## src/logic/npe_pkg.sv

```systemverilog
// Shared constants for the NAND page code result registers, segments four to eight
package npe_pkg;

  // ----------------------------------------------------------------
  // Register map
  // ----------------------------------------------------------------
  localparam int NPE_ADDR_W = 32;
  localparam int NPE_DATA_W = 32;
  localparam logic [31:0] NPE_SEG4_ADDR = 32'hffffe820;
  localparam logic [31:0] NPE_SEG5_ADDR = 32'hffffe824;
  localparam logic [31:0] NPE_SEG6_ADDR = 32'hffffe828;
  localparam logic [31:0] NPE_SEG7_ADDR = 32'hffffe82c;
  localparam logic [31:0] NPE_SEG8_ADDR = 32'hffffe830;
  localparam logic [31:0] NPE_STAT_ADDR = 32'hffffe8f0;
  localparam logic [31:0] NPE_MASK_ADDR = 32'hffffe8f4;
  localparam logic [31:0] NPE_READ_IDLE = 32'h00000000;

  // ----------------------------------------------------------------
  // Page layout
  // ----------------------------------------------------------------
  localparam int NPE_NUM_SEG = 5;
  localparam int NPE_PAGE_AW = 12;
  localparam logic [11:0] NPE_FIRST_BYTE = 12'h400;
  localparam logic [11:0] NPE_LAST_BYTE = 12'h8ff;
  localparam int NPE_SEG_SHIFT = 8;
  localparam logic [3:0] NPE_FIRST_SEG = 4'h4;

  // ----------------------------------------------------------------
  // Field layout of each result word
  // ----------------------------------------------------------------
  localparam int NPE_BIT_W = 3;
  localparam int NPE_WORD_W = 8;
  localparam int NPE_CHK_W = 11;
  localparam int NPE_BIT_LSB = 0;
  localparam int NPE_WORD_LSB = 3;
  localparam int NPE_CHK_LSB = 12;

  // ----------------------------------------------------------------
  // Status and mask layout, and result field reset values
  // ----------------------------------------------------------------
  localparam int NPE_FLAG_W = 13;
  localparam int NPE_SINGLE_LSB = 0;
  localparam int NPE_MULTI_LSB = 8;
  localparam logic [12:0] NPE_FLAG_RST = 13'h0000;
  localparam logic [2:0] NPE_BIT_RST = 3'h0;
  localparam logic [7:0] NPE_WORD_RST = 8'h00;
  localparam logic [10:0] NPE_CHK_RST = 11'h000;

endpackage : npe_pkg

```

## src/logic/npe_sticky.sv

```systemverilog
// Sticky event flags, cleared by writing one, where a set beats a clear
module npe_sticky
  import npe_pkg::*;
#(
  parameter int WIDTH = 1
) (
  input wire logic clock,
  input wire logic srst,
  input wire logic [WIDTH-1:0] set,
  input wire logic [WIDTH-1:0] clr,
  output logic [WIDTH-1:0] flags
);

  logic [WIDTH-1:0] flags_reg;
  logic [WIDTH-1:0] flags_next;

  // An event in the clearing cycle must survive
  assign flags_next = (flags_reg & ~clr) | set;

  always_ff @(posedge clock) begin
    if (srst) begin
      flags_reg <= '0;
    end else begin
      flags_reg <= flags_next;
    end
  end

  assign flags = flags_reg;

endmodule : npe_sticky

```

## src/logic/npe_seg_slot.sv

```systemverilog
// One segment's result register: bit offset, word address and check bits
module npe_seg_slot
  import npe_pkg::*;
(
  input wire logic clock,
  input wire logic srst,
  input wire logic load,
  input wire logic [2:0] bit_in,
  input wire logic [7:0] word_in,
  input wire logic [10:0] chk_in,
  output logic [31:0] image
);

  logic [2:0] bad_bit_pos_reg;
  logic [7:0] bad_word_pos_reg;
  logic [10:0] inv_check_bits_reg;

  always_ff @(posedge clock) begin
    if (srst) begin
      bad_bit_pos_reg <= NPE_BIT_RST;
      bad_word_pos_reg <= NPE_WORD_RST;
      inv_check_bits_reg <= NPE_CHK_RST;
    end else if (load) begin
      bad_bit_pos_reg <= bit_in;
      bad_word_pos_reg <= word_in;
      inv_check_bits_reg <= chk_in;
    end
  end

  // Gaps and the upper byte stay zero
  always_comb begin
    image = '0;
    image[NPE_BIT_LSB +: NPE_BIT_W] = bad_bit_pos_reg;
    image[NPE_WORD_LSB +: NPE_WORD_W] = bad_word_pos_reg;
    image[NPE_CHK_LSB +: NPE_CHK_W] = inv_check_bits_reg;
  end

endmodule : npe_seg_slot

```

## src/logic/npe_result_regs.sv

```systemverilog
// Result registers of the page code unit for page segments four to eight
//
// The implementer's own choice: the strobed register port.
module npe_result_regs
  import npe_pkg::*;
(
  input wire logic clock,
  input wire logic srst,
  input wire logic [31:0] reg_addr,
  input wire logic [31:0] reg_wdata,
  input wire logic reg_wr,
  input wire logic reg_rd,
  output logic [31:0] reg_rdata,
  input wire logic res_valid,
  input wire logic [11:0] res_byte_addr,
  input wire logic [2:0] res_bit,
  input wire logic [10:0] res_check_bits,
  input wire logic res_single,
  input wire logic res_multi,
  output logic irq
);

  // ----------------------------------------------------------------
  // Segment selection
  // ----------------------------------------------------------------
  logic in_range;
  logic [3:0] seg_num;
  logic [2:0] seg_idx;
  logic [4:0] seg_load;
  logic [31:0] slot_word [NPE_NUM_SEG];

  // Bytes outside this part of the page belong to other registers
  assign in_range = (res_byte_addr >= NPE_FIRST_BYTE) && (res_byte_addr <= NPE_LAST_BYTE);
  assign seg_num = res_byte_addr[NPE_PAGE_AW-1:NPE_SEG_SHIFT];
  assign seg_idx = 3'(seg_num - NPE_FIRST_SEG);

  always_comb begin
    seg_load = '0;
    if (res_valid && in_range) begin
      seg_load[seg_idx] = 1'b1;
    end
  end

  // ----------------------------------------------------------------
  // Result slots
  // ----------------------------------------------------------------
  // The offsets are taken as delivered even for several errors; only the
  // multi flag tells software that they are not usable.
  genvar gi;
  generate
    for (gi = 0; gi < NPE_NUM_SEG; gi++) begin : g_slot
      npe_seg_slot u_slot (
        .clock(clock),
        .srst(srst),
        .load(seg_load[gi]),
        .bit_in(res_bit),
        .word_in(res_byte_addr[NPE_WORD_W-1:0]),
        .chk_in(res_check_bits),
        .image(slot_word[gi])
      );
    end
  endgenerate

  // ----------------------------------------------------------------
  // Event flags and interrupt
  // ----------------------------------------------------------------
  logic [12:0] flag_set;
  logic [12:0] flag_clr;
  logic [12:0] flag_now;
  logic [12:0] mask_reg;
  logic stat_wr;
  logic mask_wr;

  assign stat_wr = reg_wr && (reg_addr == NPE_STAT_ADDR);
  assign mask_wr = reg_wr && (reg_addr == NPE_MASK_ADDR);

  always_comb begin
    flag_set = '0;
    if (res_single) begin
      flag_set[NPE_SINGLE_LSB +: NPE_NUM_SEG] = seg_load;
    end
    if (res_multi) begin
      flag_set[NPE_MULTI_LSB +: NPE_NUM_SEG] = seg_load;
    end
  end

  assign flag_clr = stat_wr ? reg_wdata[NPE_FLAG_W-1:0] : '0;

  npe_sticky #(
    .WIDTH(NPE_FLAG_W)
  ) u_flags (
    .clock(clock),
    .srst(srst),
    .set(flag_set),
    .clr(flag_clr),
    .flags(flag_now)
  );

  always_ff @(posedge clock) begin
    if (srst) begin
      mask_reg <= NPE_FLAG_RST;
    end else if (mask_wr) begin
      mask_reg <= reg_wdata[NPE_FLAG_W-1:0];
    end
  end

  assign irq = |(flag_now & mask_reg);

  // ----------------------------------------------------------------
  // Register read port
  // ----------------------------------------------------------------
  // Writes to result words fall through: nothing decodes them
  logic [31:0] rdata_reg;
  logic [31:0] rdata_next;

  always_comb begin
    rdata_next = NPE_READ_IDLE;
    if (reg_rd) begin
      unique case (reg_addr)
        NPE_SEG4_ADDR: rdata_next = slot_word[0];
        NPE_SEG5_ADDR: rdata_next = slot_word[1];
        NPE_SEG6_ADDR: rdata_next = slot_word[2];
        NPE_SEG7_ADDR: rdata_next = slot_word[3];
        NPE_SEG8_ADDR: rdata_next = slot_word[4];
        NPE_STAT_ADDR: rdata_next = 32'(flag_now);
        NPE_MASK_ADDR: rdata_next = 32'(mask_reg);
        default: rdata_next = NPE_READ_IDLE;
      endcase
    end
  end

  // Data stand only in the cycle after the strobe, zero otherwise
  always_ff @(posedge clock) begin
    if (srst) begin
      rdata_reg <= NPE_READ_IDLE;
    end else begin
      rdata_reg <= rdata_next;
    end
  end

  assign reg_rdata = rdata_reg;

  // ----------------------------------------------------------------
  // Assertions
  // ----------------------------------------------------------------
  property p_bit_pos;
    @(posedge clock) disable iff (srst)
    (res_valid && in_range && res_single) |=>
      (slot_word[$past(seg_idx)][2:0] == $past(res_bit));
  endproperty
  a_bit_pos: assert property (p_bit_pos)
    else $error("bit offset not captured");

  property p_word_pos;
    @(posedge clock) disable iff (srst)
    (res_valid && in_range && res_single) |=>
      (slot_word[$past(seg_idx)][10:3] == $past(res_byte_addr[7:0]));
  endproperty
  a_word_pos: assert property (p_word_pos)
    else $error("word address not captured");

  property p_multi_flag;
    @(posedge clock) disable iff (srst)
    (res_valid && in_range && res_multi) |=>
      flag_now[NPE_MULTI_LSB + 32'($past(seg_idx))];
  endproperty
  a_multi_flag: assert property (p_multi_flag)
    else $error("multiple error not flagged");

  property p_out_of_range;
    @(posedge clock) disable iff (srst)
    (res_valid && !in_range) |=>
      ($stable(slot_word[0]) && $stable(slot_word[2]) && $stable(slot_word[4]));
  endproperty
  a_out_of_range: assert property (p_out_of_range)
    else $error("foreign byte changed a segment");

  property p_seg6_read;
    @(posedge clock) disable iff (srst)
    (reg_rd && reg_addr == NPE_SEG6_ADDR) |=> (reg_rdata == $past(slot_word[2]));
  endproperty
  a_seg6_read: assert property (p_seg6_read)
    else $error("segment six read wrong");

  property p_read_only;
    @(posedge clock) disable iff (srst)
    (reg_wr && !res_valid) |=> ($stable(slot_word[1]) && $stable(slot_word[3]));
  endproperty
  a_read_only: assert property (p_read_only)
    else $error("bus write changed a result");

  property p_zero_bits;
    @(posedge clock) disable iff (srst)
    $past(reg_rd) && ($past(reg_addr) == NPE_SEG8_ADDR) |->
      (reg_rdata[31:23] == 9'h000) && !reg_rdata[11];
  endproperty
  a_zero_bits: assert property (p_zero_bits)
    else $error("reserved bits not zero");

  property p_irq_level;
    @(posedge clock) disable iff (srst)
    (res_valid && in_range && res_single && !mask_wr &&
      mask_reg[NPE_SINGLE_LSB + 32'(seg_idx)]) |=> irq;
  endproperty
  a_irq_level: assert property (p_irq_level)
    else $error("interrupt missing");

  property p_chk_bits;
    @(posedge clock) disable iff (srst)
    (res_valid && in_range) |=>
      (slot_word[$past(seg_idx)][NPE_CHK_LSB +: NPE_CHK_W] == $past(res_check_bits));
  endproperty
  a_chk_bits: assert property (p_chk_bits)
    else $error("check bits not captured");

  property p_single_flag;
    @(posedge clock) disable iff (srst)
    (res_valid && in_range && res_single) |=>
      flag_now[NPE_SINGLE_LSB + 32'($past(seg_idx))];
  endproperty
  a_single_flag: assert property (p_single_flag)
    else $error("single error not flagged");

  property p_foreign_flags;
    @(posedge clock) disable iff (srst)
    (res_valid && !in_range) |=>
      ((flag_now & ~$past(flag_now)) == NPE_FLAG_RST);
  endproperty
  a_foreign_flags: assert property (p_foreign_flags)
    else $error("foreign byte raised a flag");

  property p_foreign_odd;
    @(posedge clock) disable iff (srst)
    (res_valid && !in_range) |=> ($stable(slot_word[1]) && $stable(slot_word[3]));
  endproperty
  a_foreign_odd: assert property (p_foreign_odd)
    else $error("foreign byte changed an odd segment");

  property p_read_only_even;
    @(posedge clock) disable iff (srst)
    (reg_wr && !res_valid) |=>
      ($stable(slot_word[0]) && $stable(slot_word[2]) && $stable(slot_word[4]));
  endproperty
  a_read_only_even: assert property (p_read_only_even)
    else $error("bus write changed an even result");

  // ----------------------------------------------------------------
  // Read port, flag and reset assertions
  // ----------------------------------------------------------------
  // Each word is checked on its own so a decode slip names the segment
  property p_seg4_read;
    @(posedge clock) disable iff (srst)
    (reg_rd && reg_addr == NPE_SEG4_ADDR) |=> (reg_rdata == $past(slot_word[0]));
  endproperty
  a_seg4_read: assert property (p_seg4_read)
    else $error("segment four read wrong");

  property p_seg5_read;
    @(posedge clock) disable iff (srst)
    (reg_rd && reg_addr == NPE_SEG5_ADDR) |=> (reg_rdata == $past(slot_word[1]));
  endproperty
  a_seg5_read: assert property (p_seg5_read)
    else $error("segment five read wrong");

  property p_seg7_read;
    @(posedge clock) disable iff (srst)
    (reg_rd && reg_addr == NPE_SEG7_ADDR) |=> (reg_rdata == $past(slot_word[3]));
  endproperty
  a_seg7_read: assert property (p_seg7_read)
    else $error("segment seven read wrong");

  property p_seg8_read;
    @(posedge clock) disable iff (srst)
    (reg_rd && reg_addr == NPE_SEG8_ADDR) |=> (reg_rdata == $past(slot_word[4]));
  endproperty
  a_seg8_read: assert property (p_seg8_read)
    else $error("segment eight read wrong");

  property p_stat_read;
    @(posedge clock) disable iff (srst)
    (reg_rd && reg_addr == NPE_STAT_ADDR) |=> (reg_rdata == 32'($past(flag_now)));
  endproperty
  a_stat_read: assert property (p_stat_read)
    else $error("status read wrong");

  property p_mask_read;
    @(posedge clock) disable iff (srst)
    (reg_rd && reg_addr == NPE_MASK_ADDR) |=> (reg_rdata == 32'($past(mask_reg)));
  endproperty
  a_mask_read: assert property (p_mask_read)
    else $error("mask read wrong");

  // Software may poll without a strobe; stale words must not linger
  property p_read_idle;
    @(posedge clock) disable iff (srst)
    !$past(reg_rd) |-> (reg_rdata == NPE_READ_IDLE);
  endproperty
  a_read_idle: assert property (p_read_idle)
    else $error("read data outside its cycle");

  property p_mask_write;
    @(posedge clock) disable iff (srst)
    mask_wr |=> (mask_reg == $past(reg_wdata[NPE_FLAG_W-1:0]));
  endproperty
  a_mask_write: assert property (p_mask_write)
    else $error("mask write lost");

  property p_clear;
    @(posedge clock) disable iff (srst)
    (stat_wr && (flag_set == NPE_FLAG_RST)) |=> ((flag_now & $past(flag_clr)) == NPE_FLAG_RST);
  endproperty
  a_clear: assert property (p_clear)
    else $error("status flag not cleared");

  // A clear racing an event must not hide that event from software
  property p_set_wins;
    @(posedge clock) disable iff (srst)
    (|(flag_set & flag_clr)) |=>
      ((flag_now & $past(flag_set)) == $past(flag_set));
  endproperty
  a_set_wins: assert property (p_set_wins)
    else $error("event lost to a clear");

  property p_reset_clean;
    @(posedge clock) disable iff (srst)
    $past(srst) |->
      (slot_word[0] == '0) && (slot_word[1] == '0) && (slot_word[2] == '0) &&
      (slot_word[3] == '0) && (slot_word[4] == '0) && (flag_now == NPE_FLAG_RST) &&
      (mask_reg == NPE_FLAG_RST) && !irq && (reg_rdata == NPE_READ_IDLE);
  endproperty
  a_reset_clean: assert property (p_reset_clean)
    else $error("state not cleared by reset");

  c_single: cover property (@(posedge clock) disable iff (srst)
    res_valid && in_range && res_single ##[1:8] reg_rd ##1 reg_rdata != NPE_READ_IDLE);
  c_multi: cover property (@(posedge clock) disable iff (srst)
    res_valid && in_range && res_multi);
  c_irq_clear: cover property (@(posedge clock) disable iff (srst)
    irq ##1 stat_wr ##1 !irq);
  c_set_wins: cover property (@(posedge clock) disable iff (srst)
    |(flag_set & flag_clr));

endmodule : npe_result_regs

```

## config.mk

```make
export PLATFORM = sky130hd
export DESIGN_NAME = npe_result_regs
export DESIGN_NICKNAME = d
export VERILOG_FILES = /design/src/logic/npe_pkg.sv /design/src/logic/npe_sticky.sv /design/src/logic/npe_seg_slot.sv /design/src/logic/npe_result_regs.sv
export SDC_FILE = /design/constraint.sdc
export NUM_CORES = 1
export LEC_CHECK = 0
export BUFFER_PORTS_ARGS = -buffer_cell sky130_fd_sc_hd__clkbuf_2
export CAP_MARGIN = 15
export CORE_AREA = 2 2 110 112
export DETAILED_ROUTE_END_ITERATION = 7
export DIE_AREA = 0 0 112 114
export PLACE_DENSITY = 0.87
export SLEW_MARGIN = 20
export SYNTH_ARGS = -nofsm -noshare
export SYNTH_HDL_FRONTEND = slang
export SYNTH_SLANG_ARGS = --single-unit
export TNS_END_PERCENT = 100
```

## constraint.sdc

```tcl
create_clock -name clock -period 2.7 [get_ports clock]
set_input_delay 0.405 -clock clock [delete_from_list [all_inputs] [get_ports clock]]
set_output_delay 0.405 -clock clock [all_outputs]
set_load 0.05 [all_outputs]
```

==> impl_metrics.yaml, run 1 <==
outcome:
  status: "completed"
min_path:
  hold_depth: 2
  hold_path.startpoint: "reg_wdata[5]"
  hold_path.class: "in2reg"
  holdPathEnd: "u_flags.flags[5]$_SDFF_PP0_"
power_and_ir_drop:
  p_clk_share_pct: 47.6
  vdd_ir_drop_max_v: 0.000413
  power_w: 0.00508
  leakage_nw: 2.94
  seq_power_share_pct: 46.9
  p_comb_share_pct: 5.6
  p_switching_w: 0.00111
  internal-power_w: 0.00397
  swShare_pct: 21.9
  cellPowerDensity_nw_per_um2: 646
clocking:
  cts_buffers: 17
  clock_sinks: 159
  cts.path.max_buffers: 2
  cts_max_level: 4
  root_buffer: "clkbuf_16"
  holdBufCountCts: 0
  insertion_delay_ns: 0.43
  cts_tree: "done"
  cts_setup_buffers: 0
  ctsResizeCount: 0
  clkSlewWorstSetupHoldPaths_ns: 0.06
worst_setup_path:
  r2r-start: "mask_reg[8]$_SDFFE_PP0P_"
  cp_data_arrival_time_ns: 1.69
  required_ns: 2.30
  crit_path_start_kind: "register"
  crit_chain: "a22oi_1 > nand2_1 > a221oi_1 > nand3_1 > clkbuf_2"
  slowest_delay_ns: 0.33
  cp_slowest_cell: "dfxtp_1"
  reg2reg_to: "reg_rdata[8]$_SDFF_PP0_"
  critical_path_class: "reg2out"
  r2r_slack_ns: 1.33
  cp_max_fo: 3
  rr_worst_depth: 5
  cp-end-kind: "output pin"
sta:
  finClkSkew_ns: 0.00953
  finalSetupTns_ns: 0
  slew_headroom_pct: 36.6
  period_share_pct: 77.6
  hold_violations: 0
  setup_viol: 0
  rsz0062_at_grt: "no"
  timing.fmax_ghz: 0.477
  final_max_slew_viol_count: 0
  min_period_ns: 2.10
  worst_pin_slew_ns: 0.949
die:
  initial_core_util_pct: 57.5
  core_um2: 11700
  ios: 130
  dieArea_um2: 12800
  die_w_um: 112
  num_rows: 40
  die_h_um: 114
placed_design:
  hpwl_um: 11100
  placed_cell_area_um2: 7270
  io_buffers: 101
  gp_congestion: 0.852
grt:
  grt_max_degree: 137
  grt_pass1_vias: 6024
  antenna_found_initial: 0
  grt_pass1_wl_um: 29600
  grt_usage_pct: 29.2
  overflow: 0
logic_synthesis:
  syn_area_um2: 6730
  syn_inst: 827
  syn_avg_cell_area_um2: 8.14
  synth_edf_count: 0
  yosys.area.top_type: "dfxtp_1"
  synthArstFlopShare_pct: 0
  ys_ff_latch: 159
  synth_flop_cell: "dfxtp_1"
  yosys_warnings: 0
  ys_types: 48
  ys_seq_area_share_pct: 47.3
  synthTopCellsByArea: "dfxtp_1 (47%), nand2_1 (14%), a21oi_1 (10%), mux2i_1 (6.1%), clkbuf_1 (2.2%)"
  yosysTopAreaCellShare_pct: 47.3
layout:
  ff_latch_area_um2: 3180
  layout-drive-gt1-share_pct: 17.8
  largest_reg_flops: 55
  fillers: 892
  multiInputGateArea_um2: 3230
  stdcell_area_um2: 7860
  insertedDiodeCount: 0
  syn2layout_area_growth_pct: 16.7
  nNetsFinal: 997
detailed_routing:
  first_iter_violations: 711
  dr.pass1.iters: 5
  avgViaCountPerCell: 5.99
  wirelength_um: 18900
  wl_per_cell_um: 17.9
  post-route-drc-count: 0
  vias: 6336
  ant_nets: 0
flow_run:
  cap_violations: 0
[layout make-up]
type / instances / area share [%]
repair buffers: 119 / 8.66
clock buffers: 23 / 6.08
flip-flops and latches: 159 / 40.5
well taps: 147 / 2.34
clock inverters: 6 / 1.38
multi-input cells: 603 / 41.0
[placed cells by master (no fill, tap or decap), types with 10 or more instances in the layout]
master     synthesis  final
a22o_1            10     10
nor2_1            39     38
mux2i_1           41     41
o21ai_1           10     10
dfxtp_1          159    159
a21oi_1          140    140
buf_4             12     16
nand3_1           10     10
a311oi_1          10     10
clkbuf_2           0    100
nand2_1          249    249
clkbuf_16          0     17
[how the worst max path moves through the flow]
| stage | startpoint | to | slack, ns | depth (start not counted) |
|---|---|---|---|---|
| CTS | u_flags.flags[10]$_SDFF_PP0_ | irq | 0.62 | 5 |
| global route | u_flags.flags[10]$_SDFF_PP0_ | irq | 0.46 | 5 |
| global placement | reg_addr[12] | u_flags.flags[2]$_SDFF_PP0_ | 0.38 | 6 |
| finish | u_flags.flags[10]$_SDFF_PP0_ | irq | 0.60 | 5 |
| floorplan | reg_addr[12] | u_flags.flags[10]$_SDFF_PP0_ | 0.87 | 6 |
| detailed placement | reg_addr[12] | u_flags.flags[9]$_SDFF_PP0_ | 0.33 | 6 |
[critical path: cells and delay by family (launching register included)]
kind / cells / cell delay (ns)
AOI/OAI and AO/OA: 2 / 0.42
and+or+nand+nor: 2 / 0.23
buffers and inverters: 1 / 0.27
DFF: 1 / 0.33
[per-stage QoR]
stage,utilization [%],std cells,worst slack (ns),hold slack [ns]
3_5_place_dp,62.1,1028,0.332,0.445
5_1_grt,67.1,1057,0.458,0.155
6_report,67.1,1057,0.605,0.152
4_1_cts,67.1,1057,0.624,0.155
2_1_floorplan,-,835,0.874,0.432
3_3_place_gp,62.1,1028,0.384,0.438
[synth_stat cells (10+ instances only)]
library cell / number
a21oi_1: 140
a22o_1: 10
a311oi_1: 10
buf_2: 18
buf_4: 12
clkbuf_1: 39
dfxtp_1: 159
mux2i_1: 41
nand2_1: 249
nand3_1: 10
nor2_1: 39
o21ai_1: 10
[power by group through the flow]
stage,Clock (W),Combinational [W],Sequential [W]
after global placement,0,0.000267,0.00243
after CTS,0.00241,0.000276,0.00238
final,0.00242,0.000282,0.00238
after floorplan,0,0.000163,0.00243
after global routing,0.00252,0.000299,0.00238
after detailed placement,0,0.000272,0.00243
[cells by family after synthesis]
kind of cell,after synthesis,share of synthesized area [%]
simple gates,339,22.1
compound gates,207,18.0
flops,159,47.3
mux,48,7.27
buf+inv,73,5.30
other cells,1,0.0557
[routing by layer]
metal  track usage, %  part of all wire (%)  up-vias
li1                 -                     -     2960
met4             14.7                   3.1        0
met5                0                     0        -
met3             7.92                    11       61
met1             34.9                    37     2897
met2             48.9                    49      418
Note: power is estimated with default switching activity, not from simulation.
==> run 2: changes to the inputs <==
Settings changed: CORE_AREA 2 2 110 112 to 2 2 114 116, DIE_AREA 0 0 112 114 to 0 0 116 118, PLACE_DENSITY 0.87 to 0.82.
Clock period 2.7 ns to 2.11 ns, I/O delays scaled along.
==> run 2 against run 1 <==
- sequential power is 28% higher
- total power is 29% higher
- clock power is 30% higher
==> impl_metrics.yaml, run 2 (synthesis gave the netlist of run 1 again) <==
layout:
  syn2layout_area_growth_pct: 19.2
  final_cells: 1096
  layout-drive-gt1-share_pct: 19.0
  nNetsFinal: 1008
  multiInputGateArea_um2: 3230
  largest_reg_flops: 55
  fillers: 1022
  layout_common_cells: "nand2_1 (249), dfxtp_1 (159), a21oi_1 (140)"
  layout_commonest_cell: "nand2_1"
  ff_latch_area_um2: 3180
  insertedDiodeCount: 0
power_and_ir_drop:
  p_clk_share_pct: 48.0
  power_w: 0.00655
  swShare_pct: 22.0
  cellPowerDensity_nw_per_um2: 817
  vdd_ir_drop_max_v: 0.000535
  internal-power_w: 0.00511
  leakage_nw: 3.01
  p_comb_share_pct: 5.5
  seq_power_share_pct: 46.5
  p_switching_w: 0.00144
worst_setup_path:
  critPathLaunch: "u_flags.flags[10]$_SDFF_PP0_"
  crit_chain: "a22oi_1 > nand2_1 > a221oi_1 > nand3_1 > buf_2"
  critical_path_class: "reg2out"
  slowest_delay_ns: 0.33
  cp_slowest_cell: "dfxtp_1"
  crit_path_start_kind: "register"
  cp_max_fo: 3
  cp_num_buf_inv: 1
  r2r-start: "mask_reg[8]$_SDFFE_PP0P_"
  required_ns: 1.79
  cp-end-kind: "output pin"
  path_delay_family: "compound AO/OA/AOI/OAI gates"
  cp_data_arrival_time_ns: 1.69
detailed_routing:
  post-route-drc-count: 0
  avgViaCountPerCell: 5.73
  first_iter_violations: 721
  dr.pass1.iters: 7
  wl_per_cell_um: 16.9
  vias: 6277
  ant_nets: 0
  wirelength_um: 18500
outcome:
  status: "completed"
sta:
  slew_headroom_pct: 58.4
  worst_pin_slew_ns: 0.625
  finClkSkew_ns: 0.00513
  finalSetupTns_ns: 0
  final_max_slew_viol_count: 0
  min_period_ns: 2.01
  setup_slack_ns: 0.100
  setup_viol: 0
  timing.fmax_ghz: 0.498
  hold_violations: 0
  rsz0062_at_grt: "no"
  period_share_pct: 95.2
clocking:
  cts.path.max_buffers: 2
  root_buffer: "clkbuf_16"
  cts_setup_buffers: 0
  cts_buffers: 17
  clkSlewWorstSetupHoldPaths_ns: 0.06
  clock_sinks: 159
  holdBufCountCts: 0
  insertion_delay_ns: 0.42
  cts_tree: "done"
  ctsResizeCount: 0
  cts_max_level: 4
min_path:
  hold_path.startpoint: "reg_wdata[7]"
  hold_path.class: "in2reg"
die:
  dieArea_um2: 13700
  initial_core_util_pct: 54.2
  num_rows: 41
  die_w_um: 116
  core_um2: 12400
  ios: 130
  die_h_um: 118
flow_run:
  cap_violations: 0
grt:
  grt_pass1_vias: 5938
  antenna_found_initial: 0
  grt_max_degree: 137
  grt_pass1_wl_um: 29100
  grt_usage_pct: 27.0
  overflow: 0
placed_design:
  gp_congestion: 0.845
  dpl_worst_slack_ns: 0.0883
  dpl.cell_count: 1064
  hpwl_um: 11400
  io_buffers: 101
==> run 2: cell types whose count changed in the layout (fill, tap and decap cells not counted) <==
cell,change
buf_12,+2
clkinv_4,+1
buf_4,+9
clkinvlp_4,+2
clkbuf_2,-1
buf_2,+1
==> run 2: layout make-up <==
type,count,area share (%)
well taps,172,2.68
flip-flops and latches,159,39.7
repair buffers,130,9.83
clock inverters,9,1.65
clock buffers,23,5.96
multi-input cells,603,40.2
==> run 2: metrics by stage <==
stage / hold WS [ns] / cell area [um2] / util, %
3_3_place_gp: 0.437 / 7410 / 59.7
6_report: 0.0859 / 8020 / 64.6
4_1_cts: 0.0820 / 8020 / 64.6
2_1_floorplan: 0.404 / 6760 / -
5_1_grt: 0.0979 / 8020 / 64.6
3_5_place_dp: 0.443 / 7410 / 59.7
==> run 2: power by group through the flow <==
stage          combinational, W  clock (W)  sequential, W
5_1_grt                0.000388    0.00329        0.00305
4_1_cts                0.000357    0.00315        0.00305
3_3_place_gp           0.000349          0        0.00311
6_report               0.000362    0.00314        0.00305
2_1_floorplan          0.000208          0        0.00311
3_5_place_dp           0.000354          0        0.00311
==> run 2: path summary, 6_finish.rpt <==
check	to	slack, ns	cells past startpoint
max	irq	0.10	5
min	u_flags.flags[7]$_SDFF_PP0_	0.09	2
max reg2reg	reg_rdata[8]$_SDFF_PP0_	0.77	5
min reg2reg	g_slot[0].u_slot.inv_check_bits_reg[9]$_SDFFE_PP0N_	0.45	2
==> run 2: per-layer routing <==
layer / part of all wire (%) / vias up / track usage, %
met3: 7.9 / 47 / 5.66
met2: 51 / 295 / 45.0
li1: - / 2990 / -
met5: 0 / - / 0
met4: 2.5 / 0 / 10.8
met1: 39 / 2945 / 34.0
==> run 3: changes to the inputs <==
Settings changed: CORE_AREA 2 2 114 116 to 2 2 130 132, DIE_AREA 0 0 116 118 to 0 0 132 134, PLACE_DENSITY 0.82 to 0.8, SYNTH_HIERARCHICAL from default to 1.
Clock period 2.11 ns to 1.75 ns, I/O delays scaled along.
==> run 3 against run 2 <==
- the run now ends with setup timing left
- global-route usage shrank 3.8 points
- clock power grew 16%
- die area grew 29%
- first-iteration DRC count down 32%
- via count grew 8.7%
- total power rose by 25%
- cell count increased by 13%
- largest cell class unchanged
- largest power group is now sequential cells
==> impl_metrics.yaml, run 3 <==
sta:
  finalSetupTns_ns: -0.110
  timing.fmax_ghz: 0.538
  rsz0062_at_grt: "yes"
  hold_violations: 0
  whs_ns: 0.0931
  min_period_ns: 1.86
  worst_pin_slew_ns: 0.653
  final_max_slew_viol_count: 0
  setup_viol: 1
  setup_slack_ns: -0.110
  period_share_pct: 106
  slew_headroom_pct: 56.4
  finClkSkew_ns: 0.00894
logic_synthesis:
  ys_ff_latch: 168
  synth_fa_ha_area_share_pct: 0
  yosys.cell_count.top_type: "mux2i_1"
  syn_avg_cell_area_um2: 9.54
  yosys_warnings: 6
  ys_seq_area_share_pct: 40.1
  yosys.area_share.simple_pct: 16.0
  synth_edf_count: 0
  synth-xor-area-share_pct: 0
  synthArstFlopShare_pct: 0
  synth_compound_area_share_pct: 11.8
  synth_top_family_by_area: "multiplexers"
  synth_flop_cell: "dfxtp_1"
  synth_commonest_cells: "mux2i_1 (174), dfxtp_1 (168), nor2_1 (117), buf_4 (50), clkbuf_1 (36)"
  synthTopCellsByArea: "dfxtp_1 (40%), mux2i_1 (21%), nor2_1 (5.2%), buf_4 (4.5%), o2bb2ai_1 (2.4%)"
  yosysTopAreaCellShare_pct: 40.1
  yosys.area.top_type: "dfxtp_1"
  syn_inst: 879
  ys_types: 46
  syn_area_um2: 8390
  synth_mux_area_share_pct: 20.8
layout:
  layout_commonest_cell: "mux2i_1"
  multiInputGateArea_um2: 4400
  fillers: 1359
  layout-drive-gt1-share_pct: 23.7
  largest_reg_flops: 55
  nNetsFinal: 1097
  ff_latch_area_um2: 3370
  syn2layout_area_growth_pct: 18.7
  layout_common_cells: "mux2i_1 (174), dfxtp_1 (164), nor2_1 (113)"
worst_setup_path:
  cp_data_arrival_time_ns: 1.60
  required_ns: 1.49
  cp-end-kind: "output pin"
  path_delay_family: "flip-flops"
  rr_worst_depth: 4
  critical_path_class: "reg2out"
  cp_max_fo: 2
  reg2reg_to: "reg_rdata[4]$_SDFF_PP0_"
  cp_slowest_cell: "dfxtp_4"
  crit_path_start_kind: "register"
  r2r-start: "g_slot[4].u_slot/bad_word_pos_reg[1]$_SDFFE_PP0P_"
  r2r_slack_ns: 0.38
  cp_num_buf_inv: 1
  crit_chain: "a22oi_2 > nand2_1 > a221oi_2 > nand3_1 > buf_8"
  slowest_delay_ns: 0.35
  critPathLaunch: "u_flags/flags[7]$_SDFF_PP0_"
power_and_ir_drop:
  p_comb_share_pct: 8.0
  seq_power_share_pct: 47.5
  swShare_pct: 22.8
  vdd_ir_drop_max_v: 0.000720
  leakage_nw: 3.74
  cellPowerDensity_nw_per_um2: 823
  p_switching_w: 0.00187
  p_clk_share_pct: 44.5
  internal-power_w: 0.00632
grt:
  grt_pass1_vias: 6533
  grt_util_met1_pct: 29.5
  use_met3_pct: 4.80
  grt_use_met2_pct: 39.1
  grt_usage_pct: 23.3
  top_usage_layer: "met2"
  grt_pass1_wl_um: 32900
  overflow: 0
  antenna_found_initial: 1
  grt_max_degree: 137
die:
  ios: 130
  dieArea_um2: 17700
  core_um2: 16300
  num_rows: 47
  initial_core_util_pct: 51.5
  die_h_um: 134
  die_w_um: 132
min_path:
  hold_depth: 3
  hold_path.class: "in2reg"
  holdPathEnd: "mask_reg[7]$_SDFFE_PP0P_"
  hold_path.startpoint: "reg_wdata[7]"
detailed_routing:
  dr.pass1.iters: 7
  vias: 6826
  post-route-drc-count: 0
  wl_per_cell_um: 16.6
  avgViaCountPerCell: 5.53
  wirelength_um: 20400
  first_iter_violations: 487
  ant_nets: 0
clocking:
  clkSlewWorstSetupHoldPaths_ns: 0.06
  clock_sinks: 168
  cts_max_level: 4
  cts_tree: "done"
  cts.path.max_buffers: 2
  holdBufCountCts: 0
  insertion_delay_ns: 0.43
  cts_buffers: 17
  root_buffer: "clkbuf_16"
outcome:
  violations: "setup timing"
  status: "finished, violations left"
placed_design:
  gp_congestion: 0.875
  io_buffers: 110
  hpwl_um: 13900
flow_run:
  cap_violations: 0
[run 3: cell count changes after synthesis, moves of 19 or more]
cell	delta
and2_1	+19
mux2i_1	+133
nor3_1	+24
nand2_1	-237
inv_1	+20
a21oi_1	-115
buf_4	+38
o2bb2ai_1	+22
nor2_1	+78
[run 3: cell families (layout without fill, tap and decap cells)]
family | Yosys count | after routing
and+or+nand+nor | 261 | 261
muxes | 174 | 174
DFF | 168 | 168
buffers and inverters | 138 | 225
AOI/OAI and AO/OA | 132 | 132
other | 6 | 54
[run 3: worst reg2reg max path, cell delays in order (launching register included)]
cell      delay, ns
dfxtp_1        0.34
or3b_1         0.34
a21oi_1        0.14
o21ai_1        0.09
a211oi_1       0.34
[run 3: timing repair]
| item | CTS | global route |
|---|---|---|
| buffers inserted | 3 | 1 |
| cloned | 0 | 0 |
| gates resized for setup | 12 | 2 |
| hold endpoints to repair | 0 | 0 |
| pin swaps | 4 | 1 |
| setup endpoints to repair | 1 | 2 |
[run 3: layout make-up]
cell class,instances,share of cell area [%]
clock buffer,25,4.78
timing repair buffer,173,12.6
inverter,20,0.754
tap,220,2.77
antenna,1,0.0251
sequential,168,33.9
multi-input combinational,620,44.2
clock inverter,7,0.943
[run 3: power groups by stage]
stage	Sequential [W]	Clock, W	Combinational (W)
after floorplan	0.00397	0	0.000442
after global placement	0.00397	0	0.000627
after detailed placement	0.00398	0	0.000635
after CTS	0.00389	0.00368	0.000644
after global routing	0.00389	0.00387	0.000710
final	0.00389	0.00364	0.000658
[run 3: routing by layer]
layer / up-vias / wire, um
met5: - / 12
met3: 40 / 1090
li1: 3269 / -
met2: 216 / 9970
met1: 3299 / 8930
met4: 2 / 420
[run 3: per-stage QoR]
stage               worst slack (ns)  cell area [um2]  cells  utilization, %  total power (W)
floorplan                     -0.289             8640    926               -          0.00441
global placement              -0.346             9310   1197            57.1          0.00460
detailed placement            -0.380             9310   1197            57.1          0.00461
CTS                          -0.0785             9940   1232            61.0          0.00822
global route                  -0.171             9950   1233            61.1          0.00847
finish                        -0.110             9950   1234            61.1          0.00819
[run 3: how the worst max path moves through the flow]
stage,to,slack (ns),cells after the start
6_report,irq,-0.11,5
5_1_grt,irq,-0.17,5
4_1_cts,irq,-0.08,5
3_5_place_dp,u_flags/flags[0]$_SDFF_PP0_,-0.38,8
3_3_place_gp,u_flags/flags[1]$_SDFF_PP0_,-0.35,8
2_1_floorplan,u_flags/flags[4]$_SDFF_PP0_,-0.29,8
